### config.mk
export PLATFORM = sky130hd
export DESIGN_NAME = cad_decoder
export DESIGN_NICKNAME = d
export VERILOG_FILES = /design/src/cad_pkg.sv /design/src/cad_decoder.sv
export VERILOG_INCLUDE_DIRS = /design/src /design/src/src
export SDC_FILE = /design/constraint.sdc
export NUM_CORES = 1
export LEC_CHECK = 0
export BUFFER_PORTS_ARGS = -buffer_cell sky130_fd_sc_hd__buf_2
export CAP_MARGIN = 10
export CORE_MARGIN = 2
export CORE_UTILIZATION = 59
export DETAILED_ROUTE_END_ITERATION = 8
export PLACE_DENSITY = 0.81
export SLEW_MARGIN = 10
export SYNTH_ARGS = -nofsm -noshare
export SYNTH_HDL_FRONTEND = slang
export SYNTH_SLANG_ARGS = --single-unit
### constraint.sdc
create_clock -name core_clk_in -period 4.82 [get_ports core_clk_in]
set_input_delay 0.241 -clock core_clk_in [delete_from_list [all_inputs] [get_ports core_clk_in]]
set_output_delay 0.241 -clock core_clk_in [all_outputs]
set_load 0.01 [all_outputs]
### src/cad_cfg.svh
`ifndef CAD_CFG_SVH
`define CAD_CFG_SVH
`define CAD_B1_CMP_AUTO   8'h16
`define CAD_B1_CMP_IDX    8'h17
`define CAD_B1_CMP_OFS8   8'h06
`define CAD_B1_CMP_OFS24  8'h0a
`define CAD_B1_AND_ACC    8'hac
`define CAD_B1_AND_REG    8'h7c
`define CAD_B1_AND_SLO    8'h6c
`define CAD_B1_AND_SHI    8'h3c
`define CAD_B1_AND_SFR    8'h01
`define CAD_B2_AND_SUB    8'h6c
`define CAD_CMP_LOW_NIB   4'hf
`define CAD_AND_REG_NIB   4'h3
`endif

### src/cad_pkg.sv
`default_nettype none
package cad_pkg;
	typedef enum logic [3:0] {
		CAD_BASE_NONE  = 4'h0,
		CAD_BASE_PTR_A = 4'h1,
		CAD_BASE_PTR_B = 4'h2,
		CAD_BASE_PTR_C = 4'h3,
		CAD_BASE_PTR_D = 4'h4,
		CAD_BASE_SP    = 4'h5,
		CAD_BASE_ACC   = 4'h6,
		CAD_BASE_PAIRX = 4'h7,
		CAD_BASE_PAIRY = 4'h8,
		CAD_BASE_IDX1  = 4'h9
	} cad_base_t;
	typedef enum logic [3:0] {
		CAD_IDX_NONE  = 4'h0,
		CAD_IDX_ACC   = 4'h1,
		CAD_IDX_ONE   = 4'h2,
		CAD_IDX_TWO   = 4'h3,
		CAD_IDX_PAIRX = 4'h4,
		CAD_IDX_PAIRY = 4'h5
	} cad_idx_t;
	typedef enum logic [3:0] {
		CAD_AM_NONE   = 4'h0,
		CAD_AM_IND    = 4'h1,
		CAD_AM_POSTIN = 4'h2,
		CAD_AM_POSTDE = 4'h3,
		CAD_AM_OFS8   = 4'h4,
		CAD_AM_OFS24  = 4'h5,
		CAD_AM_REGIDX = 4'h6,
		CAD_AM_IMM    = 4'h7,
		CAD_AM_REG    = 4'h8,
		CAD_AM_SLO    = 4'h9,
		CAD_AM_SHI    = 4'ha,
		CAD_AM_SFR    = 4'hb
	} cad_am_t;
	typedef enum logic [1:0] {
		CAD_OP_NONE = 2'h0,
		CAD_OP_CMP  = 2'h1,
		CAD_OP_AND  = 2'h2
	} cad_op_t;
	typedef struct packed {
		logic [7:0] data;
	} cad_byte_t;
	typedef struct packed {
		cad_op_t    op;
		cad_am_t    mode;
		cad_base_t  base;
		cad_idx_t   index;
		logic       mem_first;
		logic       write_back;
		logic [3:0] dest_reg;
		logic [23:0] offset;
		logic [7:0] imm;
		logic [2:0] length;
	} cad_dec_t;
	typedef enum logic [2:0] {
		CAD_ST_B1  = 3'h0,
		CAD_ST_B2  = 3'h1,
		CAD_ST_B3  = 3'h2,
		CAD_ST_B4  = 3'h3,
		CAD_ST_B5  = 3'h4
	} cad_state_t;
endpackage
`default_nettype wire

### src/cad_decoder.sv
`timescale 1ns/10ps
`default_nettype none
`include "cad_cfg.svh"
// Contract
// - Accumulator-first register-indexed compare, high nibbles 3-7.
// - Compare base plus byte offset, third byte.
// - Compare 24-bit offset plus register, five bytes.
// - Memory-first base-plus-register compare, nibbles 8-f.
// - AND accumulator with immediate, two bytes.
// - AND register with immediate, nibble selects.
// - AND lower short-direct location with immediate.
// - AND upper short-direct location with immediate.
// - AND special-function location with immediate.
module cad_decoder (
	input  wire logic             core_clk_in,
	input  wire logic             resetn_in,
	input  wire logic             byte_valid_in,
	input  wire cad_pkg::cad_byte_t byte_in,
	output logic                  byte_ready_out,
	output logic                  dec_valid_out,
	output logic                  dec_illegal_out,
	output cad_pkg::cad_dec_t     dec_out
);
	cad_pkg::cad_state_t st_reg, st_next;
	cad_pkg::cad_dec_t   cur_reg, cur_next;
	logic [7:0]          b1_reg, b1_next;
	cad_pkg::cad_dec_t   out_reg, out_next;
	logic                val_reg, val_next;
	logic                ill_reg, ill_next;

	function automatic cad_pkg::cad_base_t ptr_sel(input logic [1:0] s);
		case (s)
			2'h0: ptr_sel = cad_pkg::CAD_BASE_PTR_B;
			2'h1: ptr_sel = cad_pkg::CAD_BASE_PTR_A;
			2'h2: ptr_sel = cad_pkg::CAD_BASE_PTR_C;
			default: ptr_sel = cad_pkg::CAD_BASE_PTR_D;
		endcase
	endfunction

	assign byte_ready_out  = 1'b1;
	assign dec_valid_out   = val_reg;
	assign dec_illegal_out = ill_reg;
	assign dec_out         = out_reg;

	always_comb begin
		logic [7:0] b;
		logic       done;
		logic       bad;
		b        = byte_in.data;
		done     = 1'b0;
		bad      = 1'b0;
		st_next  = st_reg;
		cur_next = cur_reg;
		b1_next  = b1_reg;
		if (byte_valid_in) begin
			case (st_reg)
				cad_pkg::CAD_ST_B1: begin
					b1_next  = b;
					cur_next = '0;
					cur_next.length = 3'h1;
					st_next  = cad_pkg::CAD_ST_B2;
					case (b)
						`CAD_B1_CMP_AUTO, `CAD_B1_CMP_IDX, `CAD_B1_CMP_OFS8, `CAD_B1_CMP_OFS24:
							cur_next.op = cad_pkg::CAD_OP_CMP;
						`CAD_B1_AND_ACC, `CAD_B1_AND_REG, `CAD_B1_AND_SLO, `CAD_B1_AND_SHI, `CAD_B1_AND_SFR: begin
							cur_next.op         = cad_pkg::CAD_OP_AND;
							cur_next.write_back = 1'b1;
						end
						default: begin
							bad     = 1'b1;
							st_next = cad_pkg::CAD_ST_B1;
						end
					endcase
				end
				cad_pkg::CAD_ST_B2: begin
					cur_next.length = 3'h2;
					st_next = cad_pkg::CAD_ST_B3;
					if (cur_reg.op == cad_pkg::CAD_OP_CMP) begin
						cur_next.mem_first = b[7];
						if (b[3:0] != `CAD_CMP_LOW_NIB) begin
							bad = 1'b1;
						end else begin
							case (b1_reg)
								`CAD_B1_CMP_AUTO: begin
									// Accumulator-first forms of this group lie outside this block.
									bad = !b[7];
									cur_next.base = ptr_sel(b[5:4]);
									case (b[6:4])
										3'h0, 3'h1: cur_next.mode = cad_pkg::CAD_AM_POSTIN;
										3'h2, 3'h3: begin
											cur_next.base = ptr_sel({1'b0, b[4]});
											cur_next.mode = cad_pkg::CAD_AM_POSTDE;
										end
										default: cur_next.mode = cad_pkg::CAD_AM_IND;
									endcase
									// Auto-step forms reach only the b and a pointers; plain forms reach all four.
									done = 1'b1;
								end
								`CAD_B1_CMP_IDX: begin
									cur_next.mode = cad_pkg::CAD_AM_REGIDX;
									bad = !b[7] && (b[6:4] < 3'h3);
									case (b[6:4])
										3'h0: begin cur_next.base = cad_pkg::CAD_BASE_PTR_B; cur_next.index = cad_pkg::CAD_IDX_ACC; end
										3'h1: begin cur_next.base = cad_pkg::CAD_BASE_PTR_A; cur_next.index = cad_pkg::CAD_IDX_ACC; end
										3'h2: begin cur_next.base = cad_pkg::CAD_BASE_PTR_B; cur_next.index = cad_pkg::CAD_IDX_ONE; end
										3'h3: begin cur_next.base = cad_pkg::CAD_BASE_PTR_A; cur_next.index = cad_pkg::CAD_IDX_ONE; end
										3'h4: begin cur_next.base = cad_pkg::CAD_BASE_PTR_C; cur_next.index = cad_pkg::CAD_IDX_PAIRX; end
										3'h5: begin cur_next.base = cad_pkg::CAD_BASE_PTR_C; cur_next.index = cad_pkg::CAD_IDX_PAIRY; end
										3'h6: begin cur_next.base = cad_pkg::CAD_BASE_PTR_B; cur_next.index = cad_pkg::CAD_IDX_TWO; end
										default: begin cur_next.base = cad_pkg::CAD_BASE_PTR_A; cur_next.index = cad_pkg::CAD_IDX_TWO; end
									endcase
									done = 1'b1;
								end
								`CAD_B1_CMP_OFS8: begin
									cur_next.mode = cad_pkg::CAD_AM_OFS8;
									bad = (b[6:4] > 3'h4);
									case (b[6:4])
										3'h0: cur_next.base = cad_pkg::CAD_BASE_PTR_B;
										3'h1: cur_next.base = cad_pkg::CAD_BASE_SP;
										3'h2: cur_next.base = cad_pkg::CAD_BASE_PTR_A;
										3'h3: cur_next.base = cad_pkg::CAD_BASE_PTR_D;
										default: cur_next.base = cad_pkg::CAD_BASE_PTR_C;
									endcase
								end
								default: begin
									cur_next.mode = cad_pkg::CAD_AM_OFS24;
									bad = (b[6:4] > 3'h3);
									case (b[6:4])
										3'h0: cur_next.base = cad_pkg::CAD_BASE_PAIRX;
										3'h1: cur_next.base = cad_pkg::CAD_BASE_ACC;
										3'h2: cur_next.base = cad_pkg::CAD_BASE_PAIRY;
										default: cur_next.base = cad_pkg::CAD_BASE_IDX1;
									endcase
								end
							endcase
						end
					end else begin
						case (b1_reg)
							`CAD_B1_AND_ACC: begin
								cur_next.mode = cad_pkg::CAD_AM_IMM;
								cur_next.imm  = b;
								done = 1'b1;
							end
							`CAD_B1_AND_REG: begin
								cur_next.mode     = cad_pkg::CAD_AM_REG;
								cur_next.dest_reg = b[7:4];
								bad = (b[3:0] != `CAD_AND_REG_NIB);
							end
							`CAD_B1_AND_SLO: begin
								cur_next.mode   = cad_pkg::CAD_AM_SLO;
								cur_next.offset = {16'h0000, b};
							end
							default: begin
								cur_next.mode = (b1_reg == `CAD_B1_AND_SHI) ? cad_pkg::CAD_AM_SHI
									: cad_pkg::CAD_AM_SFR;
								bad = (b != `CAD_B2_AND_SUB);
							end
						endcase
					end
				end
				cad_pkg::CAD_ST_B3: begin
					cur_next.length = 3'h3;
					st_next = cad_pkg::CAD_ST_B4;
					case (cur_reg.mode)
						cad_pkg::CAD_AM_OFS8: begin
							cur_next.offset = {16'h0000, b};
							done = 1'b1;
						end
						cad_pkg::CAD_AM_REG, cad_pkg::CAD_AM_SLO: begin
							cur_next.imm = b;
							done = 1'b1;
						end
						default: cur_next.offset = {16'h0000, b};
					endcase
				end
				cad_pkg::CAD_ST_B4: begin
					cur_next.length = 3'h4;
					st_next = cad_pkg::CAD_ST_B5;
					if (cur_reg.mode == cad_pkg::CAD_AM_OFS24) begin
						cur_next.offset[15:8] = b;
					end else begin
						cur_next.imm = b;
						done = 1'b1;
					end
				end
				cad_pkg::CAD_ST_B5: begin
					cur_next.length = 3'h5;
					cur_next.offset[23:16] = b;
					done = 1'b1;
				end
				default: st_next = cad_pkg::CAD_ST_B1;
			endcase
			if (done || bad)
				st_next = cad_pkg::CAD_ST_B1;
		end
		val_next = byte_valid_in && done && !bad;
		ill_next = byte_valid_in && bad;
		out_next = val_next ? cur_next : out_reg;
	end

	always_ff @(posedge core_clk_in) begin
		if (!resetn_in) begin
			st_reg  <= cad_pkg::CAD_ST_B1;
			cur_reg <= '0;
			b1_reg  <= 8'h00;
			out_reg <= '0;
			val_reg <= 1'b0;
			ill_reg <= 1'b0;
		end else begin
			st_reg  <= st_next;
			cur_reg <= cur_next;
			b1_reg  <= b1_next;
			out_reg <= out_next;
			val_reg <= val_next;
			ill_reg <= ill_next;
		end
	end
endmodule
`default_nettype wire

## Yosys cells after proc, flatten, opt, wreduce, memory -nomap -nowiden

Index checks and enable logic that the tools add are counted.

| storage, ports and cells | value |
|---|---|
| flip-flop bits (word level) | 123 |
| input port bits | 11 |
| word-level logic and storage cells | 140 |

| cells by class | value |
|---|---|
| $lt $le $gt $ge | 3 |
| equality and inequality tests | 37 |
| multiplexer cells | 54 |
| bitwise operators | 1 |
| reductions and logical operators | 21 |

Operators with widths:

| kind | number |
|---|---|
| $pmux W8 S4 | 3 |
| $mux W55 | 1 |
| $mux W24 | 2 |
| $pmux W8 S3 | 2 |
| $pmux W6 S7 | 1 |
| $mux W36 | 1 |
| $eq A8 B5 Y1 const B | 4 |
| $eq A8 B7 Y1 const B | 4 |
| $mux W8 | 4 |
| $pmux W3 S5 | 2 |
| $pmux W13 S2 | 1 |
| $pmux W4 S3 | 2 |
| $mux W1 | 17 |
| $eq A8 B3 Y1 const B | 2 |
| $eq A8 B6 Y1 const B | 2 |
| $eq A8 B8 Y1 const B | 2 |
| $mux W4 | 4 |
| $pmux W4 S2 | 2 |
| $eq A3 B2 Y1 const B | 4 |
| $eq A3 B3 Y1 const B | 4 |
| $mux W12 | 1 |
| $pmux W3 S4 | 1 |
| $reduce_or A2 Y1 | 5 |
| $mux W9 | 1 |
| other kinds (32) | 44 |

## Logic depth before layout (Yosys ltp)

| logic depth | value |
|---|---|
| depth after elaboration | 10 |
| depth in mapped cells | 12 |
| mapped depth without buffers | 8 |

## Worst setup path before layout

No wires, ideal clock.

| path | value |
|---|---|
| path kind | input -> register |
| start | input byte_in[5] in the netlist's numbering |
| end | register out_reg, in the netlist dec_out[10] |
| setup time | 0.121 ns |
| data arrival time | 2.481 ns |
| data required time | 4.699 ns |
| path slack | 2.218 ns |
| stages | 12 |
| path buffers | 4 |
| path through | clkbuf_1 -> inv_1 -> ha_1 -> clkbuf_1 -> nor3b_1 -> o21ai_0 -> a21o_1 -> a311o_1 -> nor3b_2 -> buf_6 -> buf_12 -> mux2_4 |

| on the way | value |
|---|---|
| cells in the longest elaborated chain, start to end | 10 |

Ends and longest elaborated chain:

| element | RTL line | text |
|---|---|---|
| from (decl) | cad_decoder.sv:18 | `input wire cad_pkg::cad_byte_t byte_in,` |
| $lt A3 B2 Y1 | cad_decoder.sv:101 | `bad = !b[7] && (b[6:4] < 3'h3);` |
| $logic_and A1 B1 Y1 | cad_decoder.sv:101 |  |
| $pmux W1 S3 | cad_decoder.sv:83 | `case (b1_reg)` |
| $mux W1 | cad_decoder.sv:80 | `` if (b[3:0] != `CAD_CMP_LOW_NIB) begin `` |
| $mux W1 | cad_decoder.sv:78 | `if (cur_reg.op == cad_pkg::CAD_OP_CMP) begin` |
| $pmux W1 S2 * | cad_decoder.sv:56 | `case (st_reg)` |
| $mux W1 * (2 in a row) | cad_decoder.sv:55 | `if (byte_valid_in) begin` |
| $logic_not A1 Y1 * | cad_decoder.sv:196 | `val_next = byte_valid_in && done && !bad;` |
| $logic_and A1 B1 Y1 * | cad_decoder.sv:196 |  |
| to (signal assigned) | cad_decoder.sv:213 | `out_reg <= out_next;` |
| to (decl) | cad_decoder.sv:27 | `cad_pkg::cad_dec_t out_reg, out_next;` |

Mark *: on every way between the ends. The rest lies on a longest branch, timed or not. The select of a mux whose other input is x is not followed.
A chain may end at the register's enable or synchronous reset.

## Worst setup path after layout

| path | value |
|---|---|
| start | register st_reg[0] |
| end | register out_reg, in the netlist dec_out[17] |

| on the way | value |
|---|---|
| cells in the longest elaborated chain, start to end | 6 |

Ends and longest elaborated chain:

| element | RTL line | text |
|---|---|---|
| from (decl) | cad_decoder.sv:24 | `cad_pkg::cad_state_t st_reg, st_next;` |
| from (signal assigned) | cad_decoder.sv:203 | `st_reg <= cad_pkg::CAD_ST_B1;` |
| from (signal assigned) | cad_decoder.sv:210 | `st_reg <= st_next;` |
| $eq A3 B3 Y1 (tied with other cells) | cad_decoder.sv:56 |  |
| $pmux W1 S4 or $pmux W1 S2 (tied branches) | cad_decoder.sv:56 |  |
| $mux W1 (2 in a row) | cad_decoder.sv:55 |  |
| $logic_and A1 B1 Y1 or $logic_not A1 Y1 (tied branches) | cad_decoder.sv:196 |  |
| $logic_and A1 B1 Y1 | cad_decoder.sv:196 |  |

Several ways; a longest one is shown, not always the timed one. The select of a mux whose other input is x is not followed.

==> impl_results.md <==
- Final RePlAce weighted congestion: 0.998
- Synth area leaders: dfxtp_1 (43%), mux2_4 (8.5%), and2_1 (6.2%), nand2_1 (3.3%), mux2_2 (3.2%)
- Yosys reg bits: 122
- Top FF cell, synth: dfxtp_1
- Mapped cell area: 0.00564 mm^2
- Vias in the first global route: 4553
- Placed Cells incl. Taps: 737
- Post-Synth Adder-Cell Area: 0.887%
- DRC violations left: 0
- Top-area cell type share of the netlist area: 43.3%
- Worst hold-check path type: input pin to flop
- Syn_area_per_cell: 9.71 um^2
- Later-pin clock latency in the skew report: 0.52 ns
- DRT Wirelength: 14400 um
- Final std cells w/o fill: 769
- Slew headroom: 34.3%
- Nets@finish: 642
- EDFF count, synth: 0
- Die extent in y: 102 um
- RSZ-0062 raised after global routing: false
- Clock sink count: 122
- Min-delay src: byte_in[4]
- # hold bufs at CTS: 0
- Max rail drop VDD: 302 uV
- Crit path kind: flop to flop
- Syn Inst Count: 581
- Clock Tree Root: clkbuf_8
- Slowest-stage cell, CP: nor3b_1
- Final Max Tran Viols: 0
- H-tree depth: 4
- R2r startpoint: st_reg[0]$_SDFFE_PN0P_
- Worst setup margin: 1.82 ns
- Max_cap viols: 0
- CP Cell Sequence: nor3b_1, a221oi_2, nor3b_4, buf_4, mux2_2
- Static Leak: 0.00272 uW
- Min cycle time layout: 3.00 ns
- Worst Reg2Reg Path Length in Cells: 5
- Syn nets: 596
- CP Max Fanout: 34
- Synth cell types: 68
- Hpwl dp: 9470 um
- I/O pin cnt: 69
- Final Hold Viols: 0
- Max reg flops: 55
- Initial core utilization: 61.1%
- DR vias/cell: 5.89
- Clock skew: 0.0118 ns
- Synth Area in Compound Gates: 16.2%
- Row count: 35
- DR WL/cell: 18.7 um
- Reg2reg setup slack: 1.82 ns
- GRT Residual Overflow: 0
- Clock Tree Buf Depth: 2
- Post-Synth XOR/XNOR Area: 0.310%
- CP peak stage delay: 0.75 ns
- Largest net degree at the start of global routing: 77
- Worst-path clk slew: 0.07 ns
- Post-CTS setup buffers: 0
- Mux share of post-synthesis cell area: 13.1%
- Largest area contributor in the netlist: dfxtp_1
- Hold Path End: b1_reg[4]$_SDFFE_PN0P_
- Reg2reg end: dec_out[17]$_SDFFE_PN0P_
- Simple-gate portion of the synthesized area: 20.5%
- Main combinational cell family by area after synthesis: simple AND/OR/NAND/NOR gates
- Place WS: 1.85 ns
- Layout cells sized above 1: 24.5%
- DRT Pass-1 Iters: 5
- Worst Max-Slew Pin Slew: 0.982 ns
- Cell Pwr Density: 367 mW/mm^2
- Ys Warns: 0
- Fmax: 334 MHz
- Port bufs: 67
- Total GRT Usage: 29.3%
- ANT nets after route: 0
- Ys async rst share: 0%
- Diode count: 0
- Critical path required time: 5.22 ns
- Register area share after synthesis: 43.3%
- Cts repair resizes: 0
- Iteration-0 DRC Markers: 338
- Hold path depth: 3
- Crit path arrival time: 3.40 ns
- Initial antenna violation count: 0
- Worst setup path start: st_reg[0]$_SDFFE_PN0P_
- Pwr Total: 2380 uW
- Critical Path End Type: flop
- Final Cycle Share: 62.2%
- CTS tree: done
- Post-Route Setup TNS: 0 ns
- Area growth, synth to finish: 15.2%
- Vias: 4530
- Worst hold slack: 0.0966 ns
- CTS buffer count: 17
- Overall die area: 0.0104 mm^2
- Chip width: 102 um
- Final setup viols: 0
- CP startpoint kind: flop
- Core box area: 0.00924 mm^2
- Outcome: finished clean
- First-pass GRT wire length: 23500 um
[area by class of cell]
| cell class | count | area [um^2] |
|---|---|---|
| clock buffers | 17 | 414 |
| clock inverters | 15 | 168 |
| fillers | 700 | 2740 |
| inverters | 17 | 63.8 |
| multi-input cells | 398 | 2890 |
| flip-flops and latches | 122 | 2440 |
| well taps | 129 | 161 |
| repair buffers | 71 | 365 |
[cell usage in the layout, fill, tap and decap left out, types with 8 or more instances in the layout]
cell	count
mux2i_1	8
a22o_1	16
nand2_1	50
a22oi_1	13
inv_1	16
nor3b_1	12
o21a_1	10
clkbuf_16	16
nor2_1	35
buf_2	67
nor3_1	8
nand4_1	8
a21oi_1	23
dfxtp_1	122
and2_1	56
mux2_4	32
mux2_2	16
o21ai_0	16
[Yosys cell counts (10+ instances only)]
cell	n
clkbuf_1	29
o21ai_0	16
nor2_1	35
a21oi_1	23
mux2_2	16
and2_1	56
nand2_1	50
o21a_1	10
inv_1	16
nor3b_1	12
a22o_1	16
mux2_4	32
dfxtp_1	122
a22oi_1	13
[where the power goes]
| group | total, uW | leakage [uW] | internal [uW] | switching, uW |
|---|---|---|---|---|
| combinational | 105 | 0.00146 | 29.7 | 75.5 |
| sequential | 1020 | 0.000985 | 1010 | 10.5 |
| clock | 1250 | 0.000281 | 712 | 541 |
[per-stage QoR]
step	area, um^2	utilization (%)
finish	6500	70.4
global route	6500	70.4
CTS	6500	70.4
detailed placement	5920	64.1
global placement	5920	64.1
floorplan	5640	-
[critical path: cells and delay by family, from the launching register on]
kind	cells	cell delay [ns]
AO/OA/AOI/OAI	1	0.22
buffers and inverters	1	0.53
flip-flops	1	0.71
multiplexers	1	0.42
AND/OR/NAND/NOR	2	0.98
[kinds of logic (layout without fill, tap and decap cells)]
kind of cell	after synthesis	in the layout
and+or+nand+nor	209	209
DFF	122	122
AOI/OAI and AO/OA	126	126
muxes	56	56
other	1	1
adders and majority gates	4	4
buffers and inverters	61	120
xor gates and xnor gates	2	2
[how the worst max path moves through the flow]
stage | slack, ns | to
after detailed placement | 1.85 | dec_out[15]$_SDFFE_PN0P_
after global placement | 1.92 | dec_out[14]$_SDFFE_PN0P_
after CTS | 1.84 | dec_out[17]$_SDFFE_PN0P_
after global routing | 1.59 | dec_out[17]$_SDFFE_PN0P_
after floorplan | 2.22 | dec_out[10]$_SDFFE_PN0P_
final | 1.82 | dec_out[17]$_SDFFE_PN0P_
[layer usage]
| layer | up-vias | routed length (um) | global-route usage (%) |
|---|---|---|---|
| met4 | 0 | 229 | 9.56 |
| met1 | 2186 | 6440 | 38.2 |
| met5 | - | 0 | 0 |
| met3 | 25 | 775 | 6.35 |
| met2 | 164 | 6930 | 48.5 |
| li1 | 2155 | - | - |
Note: power is estimated with default switching activity, not from simulation.
